$ cat config.mk
export PLATFORM = sky130hd
export DESIGN_NAME = charger_irq_and_smbus_read
export DESIGN_NICKNAME = d
export VERILOG_FILES = /design/src/charger_irq_pkg.sv /design/src/charger_irq_and_smbus_read.sv
export SDC_FILE = /design/constraint.sdc
export NUM_CORES = 1
export LEC_CHECK = 0
export BUFFER_PORTS_ARGS = -buffer_cell sky130_fd_sc_hd__buf_2
export CAP_MARGIN = 20
export CORE_MARGIN = 2
export CORE_UTILIZATION = 60
export DETAILED_ROUTE_END_ITERATION = 8
export GPL_ROUTABILITY_DRIVEN = 0
export HOLD_SLACK_MARGIN = 0.02
export MAX_ROUTING_LAYER = met4
export PLACE_DENSITY = 0.79
export SYNTH_ARGS = -nofsm -noshare
export SYNTH_HDL_FRONTEND = slang
export SYNTH_SLANG_ARGS = --single-unit
export TNS_END_PERCENT = 30
$ cat constraint.sdc
create_clock -name clk -period 4 [get_ports clk]
set_clock_uncertainty 0.15 [all_clocks]
set_input_delay 0 -clock clk [delete_from_list [all_inputs] [get_ports clk]]
set_output_delay 0 -clock clk [all_outputs]
set_load 0.01 [all_outputs]
$ cat src/charger_irq_pkg.sv
// Purpose: shared constants and types for the charger interrupt and two-wire read block
// Assumes: register map and bit positions as listed below
// Notes:   status bit positions and the limit field positions are fixed here
package charger_irq_pkg;
  // bus address and sub-addresses
  localparam logic [6:0] SLAVE_ADDR   = 7'h09;
  localparam logic [7:0] SUB_CTL0     = 8'h00;
  localparam logic [7:0] SUB_CTL1     = 8'h01;
  localparam logic [7:0] SUB_CTL2     = 8'h02;
  localparam logic [7:0] SUB_STAT3    = 8'h03;
  localparam logic [7:0] SUB_STAT4    = 8'h04;
  localparam logic [7:0] SUB_STAT5    = 8'h05;
  localparam logic [7:0] SUB_MASK     = 8'h06;
  localparam logic [7:0] SUB_CTL7     = 8'h07;
  // reset values and read fill values
  localparam logic [7:0] CMD_RESET    = 8'h00;
  localparam logic [7:0] MASK_RESET   = 8'h00;
  localparam logic [7:0] UNMAPPED_RD  = 8'h00;
  // limit field codes, low five bits of ctl0 (primary) and ctl1 (adapter)
  localparam logic [4:0] LIMIT_100MA  = 5'h00;
  localparam logic [4:0] LIMIT_CUSTOM = 5'h1f;
  // trigger groups over {stat3, stat4}; order matches mask bits 7..2
  // stat3: [7:5] charger state, [4] bad cell, [3] on_the_go_active_flag,
  //        [2] id_line_detect_flag, [1] on_the_go_fault_flag, [0] thermistor_hot_flag
  // stat4: [7] primary_input_good, [6] adapter_input_good, [5] external_power_good,
  //        [4] overvoltage_flag, [3] input_limited_flag, [2] input_undervoltage_flag
  localparam logic [15:0] TRIG_CHARGER = 16'he000;
  localparam logic [15:0] TRIG_FAULT   = 16'h1310;
  localparam logic [15:0] TRIG_POWER   = 16'h00e0;
  localparam logic [15:0] TRIG_OTG     = 16'h0c00;
  localparam logic [15:0] TRIG_ILIM    = 16'h0008;
  localparam logic [15:0] TRIG_UVCL    = 16'h0004;

  typedef struct packed {
    logic [7:0] stat3;
    logic [7:0] stat4;
    logic [7:0] stat5;
  } status_t;

  typedef struct packed {
    logic [7:0] ctl0;
    logic [7:0] ctl1;
    logic [7:0] ctl2;
    logic [7:0] mask;
    logic [7:0] ctl7;
  } command_t;

  typedef struct packed {
    logic    scl;
    logic    sda;
    logic    power;
    logic    custom;
    status_t stat;
  } pins_t;

  typedef enum logic [2:0] {BUS_IDLE, BUS_RX, BUS_ACK, BUS_TX, BUS_FILL} bus_state_t;

  typedef struct packed {
    pins_t      s1;
    pins_t      s2;
    pins_t      s3;
    pins_t      flt;
    pins_t      prev;
    bus_state_t bus;
    logic [3:0] cnt;
    logic [1:0] bidx;
    logic       rw;
    logic [7:0] sh;
    logic [7:0] ptr;
    command_t   pend;
    command_t   act;
    logic       irq_pend;
    status_t    frozen;
    logic       irq_n;
    logic       sda_oe;
    logic       sda_out;
  } design_t;
endpackage

$ cat src/charger_irq_and_smbus_read.sv
// Purpose: two-wire slave with status freeze, maskable interrupt and limit defaults
// Assumes: scl, sda, power and status arrive asynchronously and are filtered here
// Notes:   command writes stay pending until stop; status reads use a snapshot
`timescale 1ns/1ps
`default_nettype none

// Operation
// - receive-byte read returns register at pointer, never changes pointer
// - pointer changes only by write-byte, read-byte or send-byte, else holds
// - start plus address 0x09 with read bit is acknowledged
// - after read address ack the device drives data bits, master clocks
// - exactly one data byte is sent, master ack or nack ignored
// - enabled event holds interrupt pin low as a level
// - triggering interrupt latches all three status bytes until cleared
// - command registers never freeze; reads show current or pending data
// - six independently maskable trigger groups
// - mask at 0x06, bits 7..2 enable the six groups, low bits unused
// - all groups masked at reset; a one enables a group
// - any data write to 0x06 clears pending request at its ack
// - clearing releases the pin and unfreezes status bytes
// - each group triggers on its own listed status flags
// - single-resistor setup: power applied selects 100mA limit code
// - custom setup: power applied selects custom limit code
// - both limit fields read back the mode in force
// - without pending request, status read is sampled at address ack
// - writes stay pending; stop copies them into active registers
// - limit code 0x00 is 100mA, 0x1f is custom
module charger_irq_and_smbus_read (
  input  wire logic                       clk,
  input  wire logic                       reset,
  input  wire logic                       scl_in,
  input  wire logic                       sda_in,
  input  wire logic                       input_power_present,
  input  wire logic                       custom_default_cfg,
  input  wire charger_irq_pkg::status_t   live_status,
  output logic                            sda_out,
  output logic                            sda_oe,
  output logic                            irq_n,
  output charger_irq_pkg::command_t       active_command
);

  charger_irq_pkg::design_t st_q;
  charger_irq_pkg::design_t st_d;
  charger_irq_pkg::pins_t   cur_w;
  charger_irq_pkg::pins_t   prv_w;
  logic                     rise_w;
  logic                     fall_w;
  logic                     start_w;
  logic                     stop_w;
  logic                     evt_w;
  logic                     clr_w;
  logic                     pwr_rise_w;
  logic [15:0]              diff_w;
  logic [5:0]               hits_w;
  logic [4:0]               dflt_w;

  // write one command byte at the pointer; status and unknown offsets ignore it
  function automatic charger_irq_pkg::command_t write_cmd(
    input charger_irq_pkg::command_t c,
    input logic [7:0]                p,
    input logic [7:0]                v);
    charger_irq_pkg::command_t r;
    r = c;
    case (p)
      charger_irq_pkg::SUB_CTL0: r.ctl0 = v;
      charger_irq_pkg::SUB_CTL1: r.ctl1 = v;
      charger_irq_pkg::SUB_CTL2: r.ctl2 = v;
      charger_irq_pkg::SUB_MASK: r.mask = v;
      charger_irq_pkg::SUB_CTL7: r.ctl7 = v;
      default: r = c;
    endcase
    return r;
  endfunction

  // pick the byte to transmit: pending command data or the status snapshot
  function automatic logic [7:0] read_reg(
    input charger_irq_pkg::command_t c,
    input charger_irq_pkg::status_t  s,
    input logic [7:0]                p);
    logic [7:0] r;
    r = charger_irq_pkg::UNMAPPED_RD;
    case (p)
      charger_irq_pkg::SUB_CTL0:  r = c.ctl0;
      charger_irq_pkg::SUB_CTL1:  r = c.ctl1;
      charger_irq_pkg::SUB_CTL2:  r = c.ctl2;
      charger_irq_pkg::SUB_STAT3: r = s.stat3;
      charger_irq_pkg::SUB_STAT4: r = s.stat4;
      charger_irq_pkg::SUB_STAT5: r = s.stat5;
      charger_irq_pkg::SUB_MASK:  r = c.mask;
      charger_irq_pkg::SUB_CTL7:  r = c.ctl7;
      default:                    r = charger_irq_pkg::UNMAPPED_RD;
    endcase
    return r;
  endfunction

  always_comb begin
    st_d    = st_q;
    clr_w   = 1'b0;
    // three-stage input filter; a bit moves once stages two and three agree
    st_d.s1   = {scl_in, sda_in, input_power_present, custom_default_cfg, live_status};
    st_d.s2   = st_q.s1;
    st_d.s3   = st_q.s2;
    st_d.flt  = (~(st_q.s2 ^ st_q.s3) & st_q.s3) | ((st_q.s2 ^ st_q.s3) & st_q.flt);
    st_d.prev = st_q.flt;
    cur_w   = st_q.flt;
    prv_w   = st_q.prev;
    rise_w  = cur_w.scl & ~prv_w.scl;
    fall_w  = ~cur_w.scl & prv_w.scl;
    start_w = cur_w.scl & prv_w.scl & ~cur_w.sda & prv_w.sda;
    stop_w  = cur_w.scl & prv_w.scl & cur_w.sda & ~prv_w.sda;
    // group change detection against the previous sample
    diff_w  = {cur_w.stat.stat3, cur_w.stat.stat4} ^ {prv_w.stat.stat3, prv_w.stat.stat4};
    hits_w  = {|(diff_w & charger_irq_pkg::TRIG_CHARGER), |(diff_w & charger_irq_pkg::TRIG_FAULT),
               |(diff_w & charger_irq_pkg::TRIG_POWER), |(diff_w & charger_irq_pkg::TRIG_OTG),
               |(diff_w & charger_irq_pkg::TRIG_ILIM), |(diff_w & charger_irq_pkg::TRIG_UVCL)};
    evt_w   = |(hits_w & st_q.act.mask[7:2]);
    // input power applied: restore default limit mode in both copies
    pwr_rise_w = cur_w.power & ~prv_w.power;
    dflt_w     = cur_w.custom ? charger_irq_pkg::LIMIT_CUSTOM : charger_irq_pkg::LIMIT_100MA;
    if (pwr_rise_w) begin
      st_d.pend.ctl0[4:0] = dflt_w;
      st_d.pend.ctl1[4:0] = dflt_w;
      st_d.act.ctl0[4:0]  = dflt_w;
      st_d.act.ctl1[4:0]  = dflt_w;
    end
    if (stop_w) begin
      st_d.bus    = charger_irq_pkg::BUS_IDLE;
      st_d.sda_oe = 1'b0;
      st_d.act    = st_d.pend;
    end else if (start_w) begin
      st_d.bus    = charger_irq_pkg::BUS_RX;
      st_d.cnt    = 4'h0;
      st_d.bidx   = 2'h0;
      st_d.sda_oe = 1'b0;
    end else begin
      case (st_q.bus)
        charger_irq_pkg::BUS_RX: begin
          if (rise_w) begin
            st_d.sh  = {st_q.sh[6:0], cur_w.sda};
            st_d.cnt = st_q.cnt + 4'h1;
          end else if (fall_w && st_q.cnt == 4'h8) begin
            if (st_q.bidx == 2'h0 && st_q.sh[7:1] != charger_irq_pkg::SLAVE_ADDR) begin
              st_d.bus = charger_irq_pkg::BUS_IDLE;
            end else begin
              st_d.sda_oe = 1'b1;
              st_d.bus    = charger_irq_pkg::BUS_ACK;
              if (st_q.bidx == 2'h0) begin
                st_d.rw = st_q.sh[0];
                if (st_q.sh[0]) begin
                  // snapshot at address ack, or frozen bytes while a request pends
                  st_d.sh = read_reg(st_q.pend, st_q.irq_pend ? st_q.frozen : cur_w.stat,
                                     st_q.ptr);
                end
              end else if (st_q.bidx == 2'h1) begin
                st_d.ptr = st_q.sh;
              end else begin
                st_d.pend = write_cmd(st_d.pend, st_q.ptr, st_q.sh);
                clr_w     = (st_q.ptr == charger_irq_pkg::SUB_MASK);
              end
            end
          end
        end
        charger_irq_pkg::BUS_ACK: begin
          if (fall_w) begin
            if (st_q.rw && st_q.bidx == 2'h0) begin
              st_d.sda_oe = ~st_q.sh[7];
              st_d.sh     = {st_q.sh[6:0], 1'b0};
              st_d.cnt    = 4'h1;
              st_d.bus    = charger_irq_pkg::BUS_TX;
            end else begin
              st_d.sda_oe = 1'b0;
              st_d.cnt    = 4'h0;
              st_d.bus    = charger_irq_pkg::BUS_RX;
              if (st_q.bidx != 2'h2) begin
                st_d.bidx = st_q.bidx + 2'h1;
              end
            end
          end
        end
        charger_irq_pkg::BUS_TX: begin
          if (fall_w) begin
            if (st_q.cnt == 4'h8) begin
              st_d.sda_oe = 1'b0;
              st_d.bus    = charger_irq_pkg::BUS_FILL;
            end else begin
              st_d.sda_oe = ~st_q.sh[7];
              st_d.sh     = {st_q.sh[6:0], 1'b0};
              st_d.cnt    = st_q.cnt + 4'h1;
            end
          end
        end
        charger_irq_pkg::BUS_IDLE,
        charger_irq_pkg::BUS_FILL: st_d.sda_oe = 1'b0;
        default: st_d.bus = charger_irq_pkg::BUS_IDLE;
      endcase
    end
    // request latch; a new event in the clearing cycle wins
    if (clr_w) begin
      st_d.irq_pend = 1'b0;
    end
    if (evt_w && !st_d.irq_pend) begin
      st_d.irq_pend = 1'b1;
      st_d.frozen   = cur_w.stat;
    end
    st_d.irq_n   = ~st_d.irq_pend;
    st_d.sda_out = 1'b0;
  end

  always_ff @(posedge clk) begin
    if (reset) begin
      st_q          <= '0;
      st_q.bus      <= charger_irq_pkg::BUS_IDLE;
      st_q.pend     <= {5{charger_irq_pkg::CMD_RESET}};
      st_q.act      <= {5{charger_irq_pkg::CMD_RESET}};
      st_q.pend.mask <= charger_irq_pkg::MASK_RESET;
      st_q.act.mask <= charger_irq_pkg::MASK_RESET;
      st_q.irq_n    <= 1'b1;
    end else begin
      st_q <= st_d;
    end
  end

  assign sda_out        = st_q.sda_out;
  assign sda_oe         = st_q.sda_oe;
  assign irq_n          = st_q.irq_n;
  assign active_command = st_q.act;
endmodule

`default_nettype wire

==> flow_summary_export.csv <==
group,metric,value,unit
power_and_ir_drop,p_switching,1050,uW
setup_path,regToRegStartpoint,"st_q[109]",
die,die_y,137,um
sta,max_freq,0.339,GHz
routing,dr.pass1.iters,5,
global_route,grt_pass1_wl,36200,um
global_route,grt_overflow_total,0,
sta,layout_setup_ws,1.05,ns
routing,dr.first_iter.drc_count,537,
cells_and_area,nNetsFinal,1190,
clock_tree,tritoncts,"yes",
cells_and_area,mostFrequentLayoutCells,"dfxtp_1, nand2_1, nor2b_1",
clock_tree,cts_made_buffers,25,
sta,max_slew_margin,30.8,%
placed_design,io_buffers,71,
setup_path,crit_type,"reg2reg",
setup_path,crit_required,4.26,ns
min_path,min_to,"st_d[237]",
logic_synthesis,synth_cells,1113,
min_path,hp-start,"live_status[19]",
setup_path,start_kind,"flop",
sta,hold_viol_final,0,
global_route,grt_pass1_vias,7294,
power_and_ir_drop,power.leakage,0.00452,uW
sta,worst_pin_slew,1.02,ns
die,io_pins,73,
min_path,hold_path_class,"in2reg",
clock_tree,clk_pin_slew,0.06,ns
sta,rsz0062_at_grt,"false",
power_and_ir_drop,power_frac_comb,2.4,%
power_and_ir_drop,ir_drop,0.360,mV
routing,vias,7691,
cells_and_area,diodes,0,
status,run_status,"completed",
power_and_ir_drop,seqPwrFrac,51.4,%
placed_design,pre_cts_slack,1.13,ns
setup_path,worst_ep_arrival_time,3.21,ns
power_and_ir_drop,p_per_area,435,nW/um^2
logic_synthesis,synthesis.area_per_instance,9.51,um^2
setup_path,crit_buf_inv,0,
global_route,grt_usage,24.6,%
logic_synthesis,syn_area,10600,um^2
logic_synthesis,yosys_warnings,0,
routing,routed_via_density,5.50,
clock_tree,cts_root_buf,"clkbuf_16",
cells_and_area,instances_no_fill,1398,
power_and_ir_drop,p_int,4130,uW
setup_path,critPathSlowestCell,"dfxtp_1",
global_route,grt_max_degree,112,
logic_synthesis,synth.distinct_cells,71,
die,num_rows,48,
setup_path,cpPeakStageDelay,0.76,ns
clock_tree,cts_sinks,262,
setup_path,cp_max_fo,22,
cells_and_area,mostFrequentLayoutCell,"dfxtp_1",
sta,period_share,73.8,%
sta,setup_tns,0,ns
placed_design,dp_hpwl,14000,um
placed_design,dp_cells,1309,
setup_path,reg2reg_depth,4,
run,drv_cap,0,
global_route,antenna_found_initial,0,
die,die_w,137,um
logic_synthesis,syn_nets,1148,
clock_tree,clock_path_buffers,3,
logic_synthesis,async_reset_ff_share,0,%
routing,drc_errors,0,
die,start_util,61.2,%
clock_tree,worstSkewPairLatency,0.53,ns
setup_path,crit_chain,"nand3b_1, o41ai_4, o31a_2, mux2_2",
routing,drt_wl_total,22200,um
setup_path,endpoint_kind,"flop",
min_path,whs_path_depth,3,
sta,slew_violations,0,
die,die-area,18700,um^2
setup_path,r2r_end,"st_q[16]",
sta,period_needed,2.95,ns
logic_synthesis,synth_ff_type,"dfxtp_1",
cells_and_area,layout-drive-gt1-share,14.8,%
power_and_ir_drop,power_frac_clock,46.3,%
cells_and_area,area.growth.synth_to_final,12.5,%
logic_synthesis,ys_seq_area_share,49.6,%
clock_tree,cts_repair_resize_count,0,
logic_synthesis,synth_seq_cells,262,
sta,finalSetupViolCount,0,
setup_path,critPathTopFamily,"compound AO/OA/AOI/OAI gates",
setup_path,r2r_slack,1.05,ns
routing,avgRoutedWirePerCell,15.9,um
logic_synthesis,synth-edff-count,0,
clock_tree,htree_levels,1,
die,coreArea,17300,um^2
power_and_ir_drop,swShare,20.2,%
routing,detail-route-antenna-nets,0,
repair_timing:
item,CTS,global route
buffers inserted,0,0
hold buffers,44,0
endpoints found under the hold margin,103,0
metal layers:
metal / global-route usage, % / routed length, um / up-vias
li1: - / - / 3825
met1: 30.2 / 9680 / 3570
met5: - / 0 / -
met3: 3.93 / 1180 / 63
met4: 9.16 / 753 / 0
met2: 41.1 / 10600 / 233
area by class of cell:
type                    instances  area [um^2]
clock buffers                  35          703
clock inverters                10          131
fillers                      1317         5390
inverters                      13         48.8
multi-input cells             731         4640
flip-flops and latches        262         5250
well taps                     225          282
repair buffers                122          855
worst register-to-register path: stages (launching register included):
cell,delay (ns)
dfxtp_1,0.76
nand3b_1,0.39
o41ai_4,0.48
o31a_2,0.64
mux2_2,0.41
worst max-delay path by stage:
stage / startpoint / endpoint / slack, ns / cells after the start
floorplan: st_q[126] / st_q[15] / 1.65 / 8
global placement: st_q[131] / st_q[23] / 1.20 / 5
detailed placement: st_q[109] / st_q[13] / 1.13 / 4
CTS: st_q[109] / st_q[25] / 1.10 / 4
global route: st_q[109] / st_q[25] / 0.89 / 4
finish: st_q[109] / st_q[16] / 1.05 / 4
per-stage QoR:
step                      utilization, %  hold slack [ns]  power, uW  instance area (um^2)
final                               68.8           0.0818       5180                 11900
after global routing                68.8           0.0794       5330                 11900
after CTS                           68.8           0.0575       5200                 11900
after detailed placement            61.5           0.0617       2800                 10600
after global placement              61.5           0.0576       2800                 10600
after floorplan                        -          -0.0218       2780                 10600
cell usage after synthesis, drive strengths merged (3+ instances only):
cell type	count	area share, %
a211oi	9	0.64
inv	13	0.46
a22oi	3	0.21
o31ai	3	0.21
buf	52	3.7
mux2i	49	4.6
dfxtp	262	50
a221oi	6	0.50
mux4	8	1.7
nand2	150	5.3
or2	3	0.18
nand3	8	0.38
nor2	54	1.9
clkbuf	54	2.3
xor2	14	1.2
o21ai	36	1.7
a21oi	80	3.8
ha	5	0.59
nand3b	4	0.28
nor3	9	0.47
or3	4	0.25
nor2b	126	7.4
nor4	6	0.50
nor3b	3	0.21
or4	3	0.28
a31oi	18	1.1
o311ai	6	0.50
nand4	11	0.79
o211ai	12	0.85
and3	10	0.61
nand2b	35	2.1
mux2	27	2.9
kinds of logic (layout without fill, tap and decap cells):
| kind of cell | Yosys count | in the layout | share of synthesized area [%] |
|---|---|---|---|
| other | 1 | 1 | 0.0354 |
| xor gates and xnor gates | 14 | 14 | 1.16 |
| buffers and inverters | 120 | 180 | 6.60 |
| and+or+nand+nor | 437 | 437 | 21.8 |
| DFF | 262 | 262 | 49.6 |
| AOI/OAI and AO/OA | 190 | 190 | 11.0 |
| adders and majority gates | 5 | 5 | 0.591 |
| muxes | 84 | 84 | 9.21 |
power groups by stage:
stage	clock [uW]	combinational, uW	sequential, uW
finish	2390	123	2660
global route	2540	134	2660
CTS	2420	120	2660
detailed placement	0	88.1	2720
global placement	0	86.2	2710
floorplan	0	68.5	2710
No activity file was read; power rests on OpenSTA's default activity.
